==> src/inc/uia_map.svh <==
// Purpose: offsets, field positions and reset values of the usb irq block
// Assumes: 32-bit ahb-lite register words, byte addresses below
// Notes: definitions only
`ifndef UIA_MAP_SVH
`define UIA_MAP_SVH

// register word offsets (byte addresses)
`define UIA_OFF_IRQ 8'h00
`define UIA_OFF_IE 8'h04
`define UIA_OFF_MAIN 8'h08
`define UIA_OFF_EN 8'h0c
`define UIA_OFF_SETUP 8'h10
`define UIA_OFF_AVEC 8'h14
`define UIA_OFF_PWR 8'h18
`define UIA_OFF_SDAT 8'h20
`define UIA_OFF_SDAT_END 8'h3c

// field positions
`define UIA_MAIN_REQ_BIT 4
`define UIA_MAIN_EN_BIT 0
`define UIA_AV_EN_BIT 0
`define UIA_PWR_RESUME_BIT 0
`define UIA_PWR_IDLE_REQ_BIT 1
`define UIA_PWR_IDLE_BIT 2

// source slots by priority index
`define UIA_SLOT_SETUP_DATA 0
`define UIA_SLOT_SETUP_TOKEN 2
`define UIA_NUM_SLOTS 32
`define UIA_RSV_MASK 32'h0e02_0080
`define UIA_HS_MASK 32'h00fc_0020

// autovector layout, fetch substitution and setup completion
`define UIA_AVEC_SHIFT 2
`define UIA_AVEC_ADDR 16'h0045
`define UIA_SETUP_LAST 3'h7
`define UIA_SETUP_ALL 8'hff

// reset values
`define UIA_RST_WORD 32'h0000_0000
`define UIA_RST_BYTE 8'h00

`endif

==> src/inc/uia_pkg.sv <==
// Purpose: shared types of the usb irq aggregator
// Assumes: constants come from uia_map.svh
// Notes: types only
package uia_pkg;

  // one setup byte from the control endpoint receiver
  typedef struct packed {
    logic we;
    logic [2:0] idx;
    logic [7:0] data;
    logic err;
  } uia_setup_wr_t;

  // program fetch from the core
  typedef struct packed {
    logic [15:0] addr;
    logic [7:0] rom_byte;
  } uia_fetch_t;

  typedef enum logic {
    UIA_PWR_RUN,
    UIA_PWR_IDLE
  } uia_pwr_t;

endpackage

==> src/core/uia_setup_mem.sv <==
// Purpose: eight setup byte registers with a registered read port
// Assumes: one writer, one reader, same clock
// Notes: read data appear one edge after the address
`timescale 1ns/1ns
`default_nettype none
module uia_setup_mem #(
  parameter int DEPTH = 8,
  parameter int AW = 3
) (
  input wire logic clk_sys,
  input wire logic reset,
  input wire logic we,
  input wire logic [AW-1:0] waddr,
  input wire logic [7:0] wdata,
  input wire logic [AW-1:0] raddr,
  output logic [7:0] rdata_q
);
  logic [7:0] mem_q [DEPTH];

  always_ff @(posedge clk_sys) begin
    if (we) begin
      mem_q[waddr] <= wdata;
    end
  end

  always_ff @(posedge clk_sys) begin
    if (reset) begin
      rdata_q <= 8'h00;
    end else begin
      rdata_q <= mem_q[raddr];
    end
  end
endmodule
`default_nettype wire

==> src/core/uia_top.sv <==
// Purpose: usb interrupt aggregator with autovector and resume wake
// Assumes: event inputs are one-cycle pulses on clk_sys
// Notes: registers over ahb-lite; wake inputs are asynchronous pins
//
// The AHB-Lite slave port and the placing of the registers are this design's own decisions.
`timescale 1ns/1ns
`default_nettype none
`include "uia_map.svh"
module uia_top #(
  parameter bit FS_ONLY = 1'b0,
  parameter int NWAKE = 2
) (
  input wire logic clk_sys,
  input wire logic reset,
  input wire logic hsel,
  input wire logic [31:0] haddr,
  input wire logic [1:0] htrans,
  input wire logic hwrite,
  input wire logic [2:0] hsize,
  input wire logic [31:0] hwdata,
  input wire logic hready,
  output logic [31:0] hrdata,
  output logic hreadyout,
  output logic hresp,
  input wire logic [31:0] usb_events,
  input wire logic setup_token_seen,
  input wire uia_pkg::uia_setup_wr_t setup_wr,
  input wire logic [NWAKE-1:0] wake_pins,
  input wire logic bus_activity,
  input wire uia_pkg::uia_fetch_t fetch,
  output logic [7:0] fetch_byte_q,
  output logic usb_int_q,
  output logic usb_int_pulse_q,
  output logic resume_irq_q,
  output logic osc_run_q
);
  import uia_pkg::*;

  localparam logic [31:0] SLOT_MASK =
    ~`UIA_RSV_MASK & (FS_ONLY ? ~`UIA_HS_MASK : 32'hffff_ffff);

  // lowest set index is the highest priority
  function automatic logic [4:0] top_index(input logic [31:0] v);
    logic [4:0] r;
    r = 5'h1f;
    for (int i = `UIA_NUM_SLOTS - 1; i >= 0; i--) begin
      if (v[i]) begin
        r = 5'(i);
      end
    end
    return r;
  endfunction

  function automatic logic [7:0] vec_of(input logic [4:0] idx);
    return {1'b0, idx, 2'b00};
  endfunction

  // ---------------- ahb-lite slave ----------------
  logic [7:0] addr_q;
  logic wr_pend_q;
  logic rd_pend_q;
  logic [31:0] hrdata_q;
  logic hreadyout_q;
  logic [31:0] rd_word;
  logic [7:0] sdat_rdata_q;

  wire take = hsel & htrans[1] & hready;
  wire take_rd = take & ~hwrite;
  wire take_wr = take & hwrite;
  wire wr_irq = wr_pend_q & (addr_q == `UIA_OFF_IRQ);
  wire wr_ie = wr_pend_q & (addr_q == `UIA_OFF_IE);
  wire wr_main = wr_pend_q & (addr_q == `UIA_OFF_MAIN);
  wire wr_en = wr_pend_q & (addr_q == `UIA_OFF_EN);
  wire wr_setup = wr_pend_q & (addr_q == `UIA_OFF_SETUP);
  wire wr_pwr = wr_pend_q & (addr_q == `UIA_OFF_PWR);
  wire rd_sdat = (addr_q >= `UIA_OFF_SDAT) && (addr_q <= `UIA_OFF_SDAT_END);
  wire [2:0] sdat_raddr = haddr[4:2];

  always_ff @(posedge clk_sys) begin
    if (reset) begin
      addr_q <= `UIA_RST_BYTE;
      wr_pend_q <= 1'b0;
      rd_pend_q <= 1'b0;
    end else begin
      if (take) begin
        addr_q <= {haddr[7:2], 2'b00};
      end
      wr_pend_q <= take_wr;
      rd_pend_q <= take_rd;
    end
  end

  // one wait state on reads so setup bytes come from a register
  always_ff @(posedge clk_sys) begin
    if (reset) begin
      hreadyout_q <= 1'b1;
      hrdata_q <= `UIA_RST_WORD;
    end else begin
      hreadyout_q <= ~take_rd;
      if (rd_pend_q) begin
        hrdata_q <= rd_word;
      end
    end
  end

  assign hrdata = hrdata_q;
  assign hreadyout = hreadyout_q;
  assign hresp = 1'b0;

  // ---------------- source latches ----------------
  logic [31:0] irq_q;
  logic [31:0] ie_q;
  logic main_req_q;
  logic main_en_q;
  logic av_en_q;
  logic [7:0] avec_q;
  logic any_q;
  logic clr_hit_q;
  logic [7:0] seen_q;
  logic seen_err_q;

  wire last_byte = setup_wr.we & (setup_wr.idx == `UIA_SETUP_LAST);
  wire [7:0] seen_now = seen_q | (8'h01 << setup_wr.idx);
  wire setup_done = last_byte & ~seen_err_q & ~setup_wr.err &
    (seen_now == `UIA_SETUP_ALL);

  logic [31:0] set_vec;
  always_comb begin
    set_vec = usb_events;
    set_vec[`UIA_SLOT_SETUP_DATA] = setup_done;
    set_vec[`UIA_SLOT_SETUP_TOKEN] = setup_token_seen;
  end

  wire [31:0] set_ok = set_vec & SLOT_MASK;
  wire [31:0] clr_vec = wr_irq ? hwdata : 32'h0;
  // set wins over a clear in the same cycle
  wire [31:0] irq_d = (irq_q & ~clr_vec) | set_ok;
  wire [31:0] gated = irq_q & ie_q;
  wire any_gated = |gated;
  wire clr_hit = |(irq_q & clr_vec & ~set_ok);
  // rising pending, or a latch cleared while others wait
  wire main_pulse = (any_gated & ~any_q) | (clr_hit_q & any_gated);
  wire main_clr = wr_main & ~hwdata[`UIA_MAIN_REQ_BIT];
  wire main_req_d = main_pulse | (main_req_q & ~main_clr);
  wire int_level_d = main_req_d & main_en_q;

  always_ff @(posedge clk_sys) begin
    if (reset) begin
      irq_q <= `UIA_RST_WORD;
      ie_q <= `UIA_RST_WORD;
    end else begin
      irq_q <= irq_d;
      if (wr_ie) begin
        ie_q <= hwdata & SLOT_MASK;
      end
    end
  end

  always_ff @(posedge clk_sys) begin
    if (reset) begin
      main_req_q <= 1'b0;
      main_en_q <= 1'b0;
      av_en_q <= 1'b0;
      any_q <= 1'b0;
      clr_hit_q <= 1'b0;
    end else begin
      main_req_q <= main_req_d;
      any_q <= any_gated;
      clr_hit_q <= clr_hit;
      if (wr_en) begin
        main_en_q <= hwdata[`UIA_MAIN_EN_BIT];
      end
      if (wr_setup) begin
        av_en_q <= hwdata[`UIA_AV_EN_BIT];
      end
    end
  end

  // core samples edges only; an uncleared main bit swallows re-pulses
  always_ff @(posedge clk_sys) begin
    if (reset) begin
      usb_int_q <= 1'b0;
      usb_int_pulse_q <= 1'b0;
    end else begin
      usb_int_q <= int_level_d;
      usb_int_pulse_q <= int_level_d & ~usb_int_q;
    end
  end

  // ---------------- autovector and fetch ----------------
  always_ff @(posedge clk_sys) begin
    if (reset) begin
      avec_q <= `UIA_RST_BYTE;
    end else if (any_gated) begin
      avec_q <= vec_of(top_index(gated));
    end
  end

  wire subst = av_en_q & (fetch.addr == `UIA_AVEC_ADDR);

  always_ff @(posedge clk_sys) begin
    if (reset) begin
      fetch_byte_q <= `UIA_RST_BYTE;
    end else begin
      fetch_byte_q <= subst ? avec_q : fetch.rom_byte;
    end
  end

  // ---------------- setup bytes ----------------
  always_ff @(posedge clk_sys) begin
    if (reset) begin
      seen_q <= `UIA_RST_BYTE;
      seen_err_q <= 1'b0;
    end else if (setup_token_seen) begin
      seen_q <= `UIA_RST_BYTE;
      seen_err_q <= 1'b0;
    end else if (setup_wr.we) begin
      seen_q <= last_byte ? `UIA_RST_BYTE : seen_now;
      seen_err_q <= last_byte ? 1'b0 : (seen_err_q | setup_wr.err);
    end
  end

  uia_setup_mem #(
    .DEPTH(8),
    .AW(3)
  ) u_sdat (
    .clk_sys(clk_sys),
    .reset(reset),
    .we(setup_wr.we),
    .waddr(setup_wr.idx),
    .wdata(setup_wr.data),
    .raddr(sdat_raddr),
    .rdata_q(sdat_rdata_q)
  );

  // ---------------- resume and idle ----------------
  logic [NWAKE:0] wake_s1_q;
  logic [NWAKE:0] wake_s2_q;
  uia_pwr_t pwr_q;
  uia_pwr_t pwr_d;

  always_ff @(posedge clk_sys) begin
    if (reset) begin
      wake_s1_q <= '0;
      wake_s2_q <= '0;
    end else begin
      wake_s1_q <= {bus_activity, wake_pins};
      wake_s2_q <= wake_s1_q;
    end
  end

  wire wake = |wake_s2_q;
  wire idle_req = wr_pwr & hwdata[`UIA_PWR_IDLE_REQ_BIT];
  wire resume_clr = wr_pwr & hwdata[`UIA_PWR_RESUME_BIT];
  wire resume_set = (pwr_q == UIA_PWR_IDLE) & wake;

  always_comb begin
    pwr_d = pwr_q;
    case (pwr_q)
      UIA_PWR_RUN: begin
        if (idle_req) begin
          pwr_d = UIA_PWR_IDLE;
        end
      end
      UIA_PWR_IDLE: begin
        if (wake) begin
          pwr_d = UIA_PWR_RUN;
        end
      end
      default: pwr_d = UIA_PWR_RUN;
    endcase
  end

  always_ff @(posedge clk_sys) begin
    if (reset) begin
      pwr_q <= UIA_PWR_RUN;
      osc_run_q <= 1'b1;
      resume_irq_q <= 1'b0;
    end else begin
      pwr_q <= pwr_d;
      osc_run_q <= (pwr_d == UIA_PWR_RUN);
      resume_irq_q <= resume_set | (resume_irq_q & ~resume_clr);
    end
  end

  // ---------------- read mux ----------------
  always_comb begin
    rd_word = `UIA_RST_WORD;
    if (rd_sdat) begin
      rd_word = {24'h0, sdat_rdata_q};
    end else begin
      case (addr_q)
        `UIA_OFF_IRQ: rd_word = irq_q;
        `UIA_OFF_IE: rd_word = ie_q;
        `UIA_OFF_MAIN: rd_word[`UIA_MAIN_REQ_BIT] = main_req_q;
        `UIA_OFF_EN: rd_word[`UIA_MAIN_EN_BIT] = main_en_q;
        `UIA_OFF_SETUP: rd_word[`UIA_AV_EN_BIT] = av_en_q;
        `UIA_OFF_AVEC: rd_word[7:0] = avec_q;
        `UIA_OFF_PWR: begin
          rd_word[`UIA_PWR_RESUME_BIT] = resume_irq_q;
          rd_word[`UIA_PWR_IDLE_BIT] = (pwr_q == UIA_PWR_IDLE);
        end
        default: rd_word = `UIA_RST_WORD;
      endcase
    end
  end
endmodule
`default_nettype wire

==> config.mk <==
export PLATFORM = sky130hd
export DESIGN_NAME = uia_top
export DESIGN_NICKNAME = d
export VERILOG_FILES = /design/src/inc/uia_pkg.sv /design/src/core/uia_setup_mem.sv /design/src/core/uia_top.sv
export VERILOG_INCLUDE_DIRS = /design/src /design/src/inc
export SDC_FILE = /design/constraint.sdc
export NUM_CORES = 1
export LEC_CHECK = 0
export BUFFER_PORTS_ARGS = -buffer_cell sky130_fd_sc_hd__buf_2
export CAP_MARGIN = 20
export CORE_MARGIN = 2
export CORE_UTILIZATION = 54
export DETAILED_ROUTE_END_ITERATION = 12
export MAX_ROUTING_LAYER = met4
export PLACE_DENSITY = 0.84
export SLEW_MARGIN = 20
export SYNTH_ARGS = -nofsm -noshare
export SYNTH_HDL_FRONTEND = slang
export SYNTH_SLANG_ARGS = --single-unit
==> constraint.sdc <==
create_clock -name clk_sys -period 1.9 [get_ports clk_sys]
set_input_delay 0 -clock clk_sys [delete_from_list [all_inputs] [get_ports clk_sys]]
set_output_delay 0 -clock clk_sys [all_outputs]
set_load 0.05 [all_outputs]
Word-level counts from Yosys, hierarchy flattened. Memory sizes are Yosys's and may differ from the RTL's. A register that Yosys moved wholly into a read port is not among the register bits. Index checks and enable logic that the tools add are counted.

Muxes and demuxes: 48. Reduce and logical (&&, ||, !) cells: 7. Bitwise logic cells: 48. Equal/unequal tests: 9. Magnitude comparators: 2. Shift operators: 1.

Operator list (number): 5-bit 2-to-1 mux (30); 32-bit AND (4); 32-bit 2-to-1 mux (2); 32-bit NOT (2); 32-bit OR reduction (2); 24-bit one-hot mux with 2 select lines (1); 32-bit bitwise OR (1); 1-bit AND (25); 6-bit by 3-bit == test with 1-bit output, second input constant (3); 16-bit by 7-bit == test with 1-bit output, second input constant (1); 6-bit by 2-bit == test with 1-bit output, second input constant (2); 1-bit NOT (11); 3-bit one-hot mux with 3 select lines (1); 8-bit == test, second input constant (1); 8-bit by 6-bit greater-or-equal comparator with 1-bit output, second input constant (1); 8-bit by 6-bit less-or-equal comparator with 1-bit output, second input constant (1); 8-bit logical NOT (1); 8-bit 2-to-1 mux (1); 8-bit bitwise OR (1); 1-bit one-hot mux with 4 select lines (2); 1-bit by 3-bit left shift with 8-bit output, first input constant (1); 7-bit 2-to-1 mux (1); 6-bit by 1-bit == test with 1-bit output, second input constant (1); 1-bit 2-to-1 mux (6); other kinds (8) (13).

Input port bits: 147. Word-level logic and storage cells: 140. Memories kept: 1. Register bits: 138. Output and inout bits: 46. Bits in writable memories: 64.

Memory list: u_sdat.mem_q (depth 8, width 8, rd ports 1, clocked after memory_dff 1, write ports 1, RTL line uia_setup_mem.sv:18) `logic [7:0] mem_q [DEPTH];`.

Depth between registers and ports, before layout. Gate-level depths: netlist (run 1).

Depth after elaboration: 32. Gate-level depth with buffers: 9. Mapped depth without buffers: 5.

Hierarchy. A second synthesis (run 1) with hierarchy kept.

Cell total of the unflattened synthesis: 811. Area total of the unflattened synthesis: 8421.8 um^2.

Modules (own cells, without submodules): uia_top (area each 5735.5 um^2, sequential area each 2742.6 um^2, times used 1, cells an instance 688); uia_setup_mem (area each 2686.3 um^2, sequential area each 2082.0 um^2, times used 1, cells an instance 123).

Least setup slack after synthesis (run 1). No wires, ideal clock.

Path type: register to register. From: reg irq_q[6]. To: reg usb_int_pulse_q. Arrival: 1590 ps. Library setup time: 142 ps. Clock period less this slack: 1732 ps. Path buffers: 0. Setup slack: 168 ps. Cell stages (with the launch flop): 6. Required time: 1758 ps. Path through: dfxtp_1 a222oi_1 nand3_2 nor4_4 o31a_2 nor3b_1.

Longest elaborated chain between the ends: 7. Elaborated cells between the ends (all ways): 8. Classes of those cells: 7 x bitwise; 1 x reduce/logical.

RTL lines: start: declaration (RTL line uia_top.sv:111) `logic [31:0] irq_q;`; start signal: assignment (RTL line uia_top.sv:149) `` irq_q <= `UIA_RST_WORD; ``; start signal: assignment (RTL line uia_top.sv:152) `irq_q <= irq_d;`; 32-bit AND (*) (RTL line uia_top.sv:138) `wire [31:0] gated = irq_q & ie_q;`; 32-bit OR reduction (*) (RTL line uia_top.sv:139) `wire any_gated = |gated;`; 1-bit AND (RTL line uia_top.sv:142) `wire main_pulse = (any_gated & ~any_q) | (clr_hit_q & any_gated);`; 1-bit bitwise OR (*) (RTL line uia_top.sv:142); 1-bit bitwise OR (*) (RTL line uia_top.sv:144) `wire main_req_d = main_pulse | (main_req_q & ~main_clr);`; 1-bit AND (*) (RTL line uia_top.sv:145) `wire int_level_d = main_req_d & main_en_q;`; 1-bit AND (*) (RTL line uia_top.sv:186) `usb_int_pulse_q <= int_level_d & ~usb_int_q;`; end signal: assignment (RTL line uia_top.sv:186); end: declaration (RTL line uia_top.sv:33) `output logic usb_int_pulse_q,`.

Mark *: on every way between the ends. The rest lies on a longest branch, timed or not. A chain may end at the register's enable or synchronous reset.

Worst setup path in the final report (run 1).
From: reg ie_q[29]. To: reg avec_q[3].

Longest elaborated chain between the ends: 31. Elaborated cells between the ends (all ways): 32. Classes of those cells: 30 x mux; 1 x bitwise; 1 x reduce/logical.

RTL lines: start: declaration (RTL line uia_top.sv:112) `logic [31:0] ie_q;`; start signal: assignment (RTL line uia_top.sv:150) `` ie_q <= `UIA_RST_WORD; ``; start signal: assignment (RTL line uia_top.sv:154) `ie_q <= hwdata & SLOT_MASK;`; 32-bit AND (*) (RTL line uia_top.sv:138); 5-bit 2-to-1 mux (30 in series) (RTL line uia_top.sv:47) `if (v[i]) begin`; end signal: assignment (RTL line uia_top.sv:193) `` avec_q <= `UIA_RST_BYTE; ``; end signal: assignment (RTL line uia_top.sv:195) `avec_q <= vec_of(top_index(gated));`; end: declaration (RTL line uia_top.sv:116) `logic [7:0] avec_q;`.

Marks and branches as above.

==> results of run 1 <==
## cell type report
type	instances	share of cell area (%)
inverter	8	0.2658
sequential	209	42.73
tap	188	2.082
clock inverter	6	0.3876
antenna	1	0.02215
timing repair buffer	301	19.20
clock buffer	34	6.046
multi-input combinational	543	29.27
## final timing paths
check | slack (ps) | start | depth (start not counted) | end
hold reg to reg | 420 | usb_int_q | 1 | usb_int_pulse_q
setup reg to reg | 30 | ie_q[29] | 5 | avec_q[3]
hold / removal | 30 | fetch[23] | 6 | fetch_byte_q[4]
setup / recovery | 30 | ie_q[29] | 5 | avec_q[3]
## worst reg2reg max path: stages (launching register included)
cell and delay, ps:
dfxtp_2 340, a222oi_1 470, o21ai_1 170, a32o_1 250, a221o_1 360, a221oi_2 200
## synthesized netlist by cell type (4+ instances only)
cell type,number
inv_1,7
nand3_1,7
nor3_1,13
nand4_1,4
edfxtp_1,64
nand2_1,146
clkbuf_1,22
buf_4,5
nor2b_1,10
o22ai_1,12
mux2i_1,23
nor4_1,5
a32o_1,4
a22oi_1,21
buf_2,14
o21ai_0,4
and2_1,6
nand2b_1,6
and3_1,6
mux4_2,16
a21oi_1,69
a211oi_1,4
a222oi_1,22
nor2_1,108
a221oi_1,8
dfxtp_1,145
## report_power, final
part           internal, mW  switching, mW
registers              4.73         0.0798
logic                 0.419          0.490
clock network          2.49           1.76
total                  7.64           2.33
## per-stage QoR
stage | hold slack [ps] | setup TNS, ps | power [mW]
2_1_floorplan | 87.04 | 0 | 5.264
3_3_place_gp | 191.5 | 0 | 5.588
3_5_place_dp | 196.0 | 0 | 5.614
4_1_cts | 18.58 | 0 | 9.914
5_1_grt | 58.71 | -3.929 | 10.23
6_report | 25.76 | 0 | 9.970
## metal layers
| layer | global-route usage [%] | wire length [um] | vias to the layer above |
|---|---|---|---|
| met4 | 17.20 | 1615 | 0 |
| li1 | - | - | 3506 |
| met1 | 35.77 | 9213 | 3667 |
| met3 | 8.150 | 2664 | 188 |
| met5 | - | 0 | - |
| met2 | 54.66 | 12860 | 604 |
## sequential cells by signal, summed over array words and instances, names as in the netlist, 3 cells and up
signal / cells
addr_q: 6
hrdata: 32
u_sdat.mem_q: 64
wake_s2_q: 3
avec_q: 5
wake_s1_q: 3
seen_q: 7
u_sdat.rdata_q: 8
fetch_byte_q: 8
irq_q: 32
ie_q: 27
## logic make-up (layout without fill, tap and decap cells)
group           count (synthesis)  in the layout  share of synthesized area [%]
other cells                     1              2                        0.04477
compound gates                172            172                          14.36
buf+inv                        52            349                          2.943
simple gates                  329            329                          17.73
flops                         209            209                          57.60
mux                            41             41                          7.320
## what timing repair did
item | in CTS | in global routing
hold endpoints to repair | 163 | 0
setup endpoints to repair | 0 | 7
hold buffers | 87 | 0
resized for setup | 0 | 5
setup buffers | 0 | 1
==> metrics, run 1 <==
Worst Path Buf+Inv 0; delay-heaviest family, CP compound AO/OA/AOI/OAI gates; area leader, netlist dfxtp_1; CP endpoint kind flip-flop; CTS clk-pin slew, worst paths 60 ps; footprint of the multi-input gates 0.003307 mm2; Min Clock Period, post-route about 1900 ps; total CTS buffers 22; Mean Syn Cell Area 10.42 um2; max-slew violations 0; top_reg_cell synth dfxtp_1; DRC Markers 0; Pre-Repair DR Iteration Count 8; layout cells sized above 1 25.52%; total of fill cells in the finished design 902; LEAKAGE approximately 4.5 nW; unrepaired setup endpoints after global routing true; Startpoint Class flip-flop; Cell Area, Synth about 0.0084 mm2; YS warnings 0; fmax 535.4 MHz; top-area cell type share of the netlist area 34.66%; design area 0.01130 mm2; slowest CP cell a222oi_1; remaining global-route overflow 0; Final nets 1,232; min setup slack post-route 32.14 ps; DR iter-0 viols 1,209; crit path max fanout 4; final wirelength 26.35 mm; clock latency on the worst-skew pair 510 ps; placed inst area ~0.0097 mm2; skew final 10.66 ps; most frequent cells in the layout buf_2, nand2_1, dfxtp_1; worst path arrival time roughly 2300 ps; max incr delay on CP 470 ps; Max Cap Viol 0; commonest non-fill, non-tap cell in the layout buf_2; Post-DP HPWL approximately 16 mm; chip width 128.5 um; Final period util 98.31%; Die Height 128.5 um; CTS tree done; worst vdd ir 847.8 uV; row count 45; Cells after Synth 804; fin cells around 1,300; Hold Vio Cnt, Final 0; GRT Overall Usage between 30 and 40%; WL per Instance a little over 20 um; I/O Pins 193; vias in the first global route 7,893; Hold WC Path Type primary input to flip-flop; status finished clean; pwr dens 882.4 mW/mm2; #FFs+latches synth 209; Slew headroom ~62%; Vias/cell just over 6; clk sink count between 200 and 250; initial antenna violation count 0; asr flop ratio synth 0%; Max clock buf depth 3; largest net degree at the start of global routing 113; placed cells 1,161; final core occ 74.33%; Synth area leaders dfxtp_1, edfxtp_1, nand2_1, nor2_1, mux4_2; endpoints failing setup 0; die footprint 0.01652 mm2; CTS root buf clkbuf_16; Vias ~8,000; number of synthesized flops with an enable pin 64; antenna-violating nets left 0; Synth-to-Final Area Change 34.91%; syn nets roughly 950; initial core utilization 55.09%; Worst Max-Slew Pin Slew 573.1 ps; post-synth cell types 65; crit path cell chain a222oi_1, o21ai_1, a32o_1, a221o_1, a221oi_2; IO buf count between 150 and 200; Storage cell area 0.004828 mm2; register area share after synthesis 57.60%; global-route wire length before repair just over 40 mm; CP required 2320 ps; H-tree depth 1; DP Worst Slack between 30 and 40 ps; Placer Congestion 0.9532; Core ar. 0.01520 mm2; Setup CP Type flip-flop to flip-flop
(Power assumes the default switching activity.)
==> run 2: changes to the inputs <==
Settings changed: HOLD_SLACK_MARGIN set to 0.1.
==> metrics, run 2 (same netlist as run 1, synthesis figures left out) <==
delay-heaviest family, CP compound AO/OA/AOI/OAI gates; layout cells sized above 1 24.93%; Final nets 1,254; Synth-to-Final Area Change 37.59%; H-tree depth 1; Min Clock Period, post-route 1841 ps; total chip power approximately 10 mW; Placer Congestion 0.9532; DR iter-0 viols 1,170; final wirelength about 27 mm; vias in the first global route 8,008; I/O Pins 193; worst path arrival time about 2300 ps; CP endpoint kind flip-flop; Pre-Repair DR Iteration Count 7; setup_tns 0 ps; WL per Instance between 20 and 25 um; Core ar. 0.01520 mm2; unrepaired setup endpoints after global routing true; antenna-violating nets left 0; initial antenna violation count 2; initial core utilization 55.09%; max incr delay on CP 460 ps; Max Cap Viol 0; clk sink count 209; total of fill cells in the finished design 887; Post-DP HPWL 15.88 mm; Setup CP Type flip-flop to flip-flop; most frequent cells in the layout buf_2, nand2_1, dfxtp_1; Worst Path Buf+Inv 0; crit path max fanout 4; LEAKAGE 4.596 nW; final core occ around three quarters; Final period util 96.92%; total CTS buffers 22; CP required 2320 ps; endpoints failing setup 0; Startpoint Class flip-flop; pwr dens 867.6 mW/mm2; clock latency on the worst-skew pair 500 ps; CTS root buf clkbuf_16; crit path cell chain a222oi_1, o21ai_1, a32o_1, a221o_1, a221oi_2; GRT Overall Usage between 30% and 40%; global-route wire length before repair 41.77 mm; status finished clean; die footprint 0.01652 mm2; Hold WC Path Type primary input to flip-flop; fmax about 540 MHz; largest register by flop count u_sdat.mem_q; Hold Vio Cnt, Final 0; max reg flops 64; remaining global-route overflow 0; skew final around 11 ps; Slew headroom between 60% and 70%; Max clock buf depth 3; IO buf count 154; max-slew violations 0; slowest CP cell a222oi_1; Vias/cell around 6.1; largest net degree at the start of global routing 113; CTS tree done; Hold Slack 160.2 ps; Vias roughly 8,000; DRC Markers 0; Worst Max-Slew Pin Slew 562.0 ps; CTS clk-pin slew, worst paths 60 ps; commonest non-fill, non-tap cell in the layout buf_2; worst vdd ir 996.0 uV; row count between 40 and 50; Die Height 128.5 um; chip width 128.5 um
[run 2: where the power goes]
group	internal [mW]	switching, mW
logic	0.447	0.502
clock network	2.49	1.75
registers	4.73	0.0802
[run 2: worst paths after layout]
| path | from | end | slack [ps] | cells after the start |
|---|---|---|---|---|
| worst min register to register | usb_int_q | usb_int_pulse_q | 410 | 1 |
| worst min-delay path | fetch[14] | fetch_byte_q[2] | 160 | 6 |
| worst max register to register | ie_q[29] | avec_q[3] | 60 | 5 |
| worst max-delay path | ie_q[29] | avec_q[3] | 60 | 5 |
[run 2: cell type report]
class | instances | area (um2) | area share [%]
inverters | 8 | 30.03 | 0.2606
clock inverters | 6 | 43.79 | 0.3800
clock buffers | 34 | 683.2 | 5.928
multi-input cells | 543 | 3306 | 28.69
flip-flops and latches | 209 | 4828 | 41.90
diodes | 3 | 7.507 | 0.06515
well taps | 188 | 235.2 | 2.041
repair buffers | 323 | 2390 | 20.74
[run 2: repair_timing]
action	CTS	global route
setup buffers	0	1
endpoints found under the setup margin	0	7
gates resized for setup	0	4
hold buffers	109	0
endpoints found under the hold margin	194	0
[run 2: per-layer routing]
layer / part of all wire (%) / track usage, %
met1: 35 / 36.72
met2: 49 / 56.79
met3: 9.6 / 7.734
met4: 5.6 / 16.30
met5: 0 / -
[run 2: tightest hold or removal path, delay by kind of cell]
family                 cells  cell delay, ps
AND/OR/NAND/NOR            4             400
buffers and inverters      1              90
multiplexers               1             120
[run 2: per-stage QoR]
stage / area [um2] / setup WS, ps / cells
global placement: 9686 / 141.8 / 1161
detailed placement: 9686 / 32.71 / 1161
CTS: 11500 / 53.45 / 1310
finish: 11520 / 58.51 / 1314
global route: 11520 / -3.831 / 1313
floorplan: 8376 / 168.1 / 804
==> run 3: changes to the inputs <==
Settings changed: ABC_AREA set to 1, ABC_CLOCK_PERIOD_IN_PS set to 1900, BUFFER_PORTS_ARGS -buffer_cell sky130_fd_sc_hd__buf_2 to unset, CORE_UTILIZATION 54 to 63, DONT_BUFFER_PORTS set to 1, PLACE_DENSITY 0.84 to 0.83.
==> metrics, run 3 <==
Slew headroom 40.72%; Die Height between 100 and 150 um; worst vdd ir between 1000 and 1500 uV; reg-to-reg endpoint clr_hit_q; unrepaired setup endpoints after global routing true; YS warnings 0; skew final approximately 8.5 ps; largest net degree at the start of global routing 80; Endpoint, Worst Hold irq_q[0]; chip width 120.7 um; Final nets 1,310; final core occ 82.28%; Cells after Synth around 1,000; Startpoint Class flip-flop; Clk pwr share 41.0%; most frequent cells in the layout nand2_1, nor2_1, dfxtp_1; antenna-violating nets left 0; Cell Int Power 7.243 mW; Post-synth top cells nand2_1, nor2_1, dfxtp_1; H-tree depth 1; design area about 0.011 mm2; initial antenna violation count 1; metal3 WL 2.759 mm; remaining global-route overflow 0; Synth-to-Final Area Change 27.43%; number of synthesized flops with an enable pin 64; top-area cell type share of the netlist area 33.81%; Mean Syn Cell Area 8.408 um2; initial core utilization between 60% and 70%; fmax 531.6 MHz; Worst Max-Slew Pin Slew 888.3 ps; post-synth cell types 44; clock latency on the worst-skew pair ~500 ps; DP Worst Slack 2.312 ps; pwr dens 873.5 mW/mm2; Post-DP HPWL about 14 mm; Final period util between 90% and 100%; asr flop ratio synth 0%; IO buf count 0; Placer Congestion 0.9009; Vias/cell 6.035; R2R Setup Slk 20 ps; max-slew violations 0; vias in the first global route 7,857; Max clock buf depth 3; commonest non-fill, non-tap cell in the layout nand2_1; syn nets 1,168; DRC Markers 0; Max Cap Viol 0; layout cells sized above 1 about an eighth; top_reg_cell synth dfxtp_1; Hold Vio Cnt, Final 0; Core ar. 0.01330 mm2; global-route wire length before repair about 40 mm; reg2reg path depth 12; Hold Path Stages 6; area leader, netlist dfxtp_1; Hold WC Path Type primary input to flip-flop; I/O Pins 193; min setup slack post-route 18.87 ps; Highest Signal Layer met4; Pre-Repair DR Iteration Count 7; Reg power frac 50.8%; status finished clean; row count 42; NetSw 2.312 mW; total CTS buffers 21; largest register by flop count u_sdat.mem_q; Setup CP Type flip-flop to flip-flop; CTS root buf clkbuf_16; origin of the critical flop-to-flop path addr_q[6]; setup_tns 0 ps; Vias roughly 8,000; Synth area leaders dfxtp_1, edfxtp_1, nand2_1, nor2_1, o21ai_0; Cell Area, Synth 0.008584 mm2; Min Clock Period, post-route 1881 ps; max reg flops 64; WL per Instance 19.19 um; met1 wire length 9.845 mm; die footprint 0.01458 mm2; worst path arrival time 2260 ps; CTS clk-pin slew, worst paths 60 ps; register area share after synthesis 56.20%; Hold Startpoint setup_wr[0]; endpoints failing setup 0; placed inst area between 0.008 and 0.009 mm2; DR iter-0 viols 1,095; CTS tree done; #FFs+latches synth 209; clk sink count 209; final wirelength roughly 26 mm; GRT Overall Usage between 30% and 40%; switching share of power between 20 and 25%; most common cell in the synthesized netlist nand2_1; CP endpoint kind flip-flop; Logic pwr share 8.2%; CP required 2280 ps; DR WL met2 around 13 mm; crit path max fanout 24; LEAKAGE 4.388 nW
[run 3: cell types whose count changed after synthesis, sizes merged, moves of 22 or more]
cell | previous run | this run
a31oi | 0 | 31
nand2 | 146 | 181
nor2 | 108 | 157
a222oi | 22 | 0
o21ai | 5 | 93
inv | 7 | 90
nand3 | 8 | 67
mux2i | 23 | 0
[run 3: what timing repair did]
item | in CTS | in global routing
pin swaps | 0 | 14
setup endpoints to repair | 3 | 21
setup buffers | 0 | 9
hold buffers | 114 | 0
endpoints found under the hold margin | 269 | 0
gates resized for setup | 1 | 34
[run 3: final cells by class]
cell class | count | area, um2
flip-flops and latches | 209 | 4842
multi-input cells | 671 | 3284
fillers | 716 | 2356
repair buffers | 168 | 1599
clock buffers | 25 | 540.5
inverters | 92 | 350.3
well taps | 176 | 220.2
clock inverters | 13 | 100.1
diodes | 1 | 2.502
[run 3: stage by stage]
step	hold slack (ps)	cells	power (mW)
after floorplan	91.61	1021	5.296
after global placement	76.23	1194	5.394
after detailed placement	78.11	1194	5.411
after CTS	153.9	1346	9.489
after global routing	133.4	1355	9.807
final	116.0	1355	9.555
[run 3: cells by family after synthesis]
logic type             Yosys count  share of synthesized area, %
DFF                            209                         56.20
other                            1                       0.04368
and+or+nand+nor                441                         22.05
buffers and inverters          141                         6.515
AOI/OAI and AO/OA              229                         15.19
[run 3: worst max-delay path by stage]
stage,start,endpoint,slack (ps)
finish,addr_q[6],clr_hit_q,20
floorplan,addr_q[3],clr_hit_q,250
global placement,irq_q[23],usb_int_pulse_q,70
detailed placement,irq_q[23],usb_int_pulse_q,2
CTS,addr_q[5],clr_hit_q,10
global route,ie_q[24],avec_q[2],-130
[run 3: worst max-delay path, stage by stage, from the launching register on]
cell     delay [ps]
dfxtp_2         330
nor2_2           50
nand2_2          90
nor3_4           50
nand2_4          80
inv_4            50
buf_12          150
nand2_1         110
nor3b_2          60
nor4_2          260
nand4_1         200
o31ai_1         270
inv_1            60
[run 3: per-layer routing]
layer	up-vias	track usage, %
li1	3753	-
met1	3809	44.85
met2	528	57.38
met3	88	7.358
met4	0	11.99
met5	-	-
[run 3: power groups by stage]
stage / clock network [mW] / logic, mW / registers [mW]
after floorplan: 0 / 0.362 / 4.93
after global placement: 0 / 0.459 / 4.94
after detailed placement: 0 / 0.472 / 4.94
after CTS: 3.90 / 0.742 / 4.84
after global routing: 4.10 / 0.844 / 4.86
final: 3.92 / 0.788 / 4.85
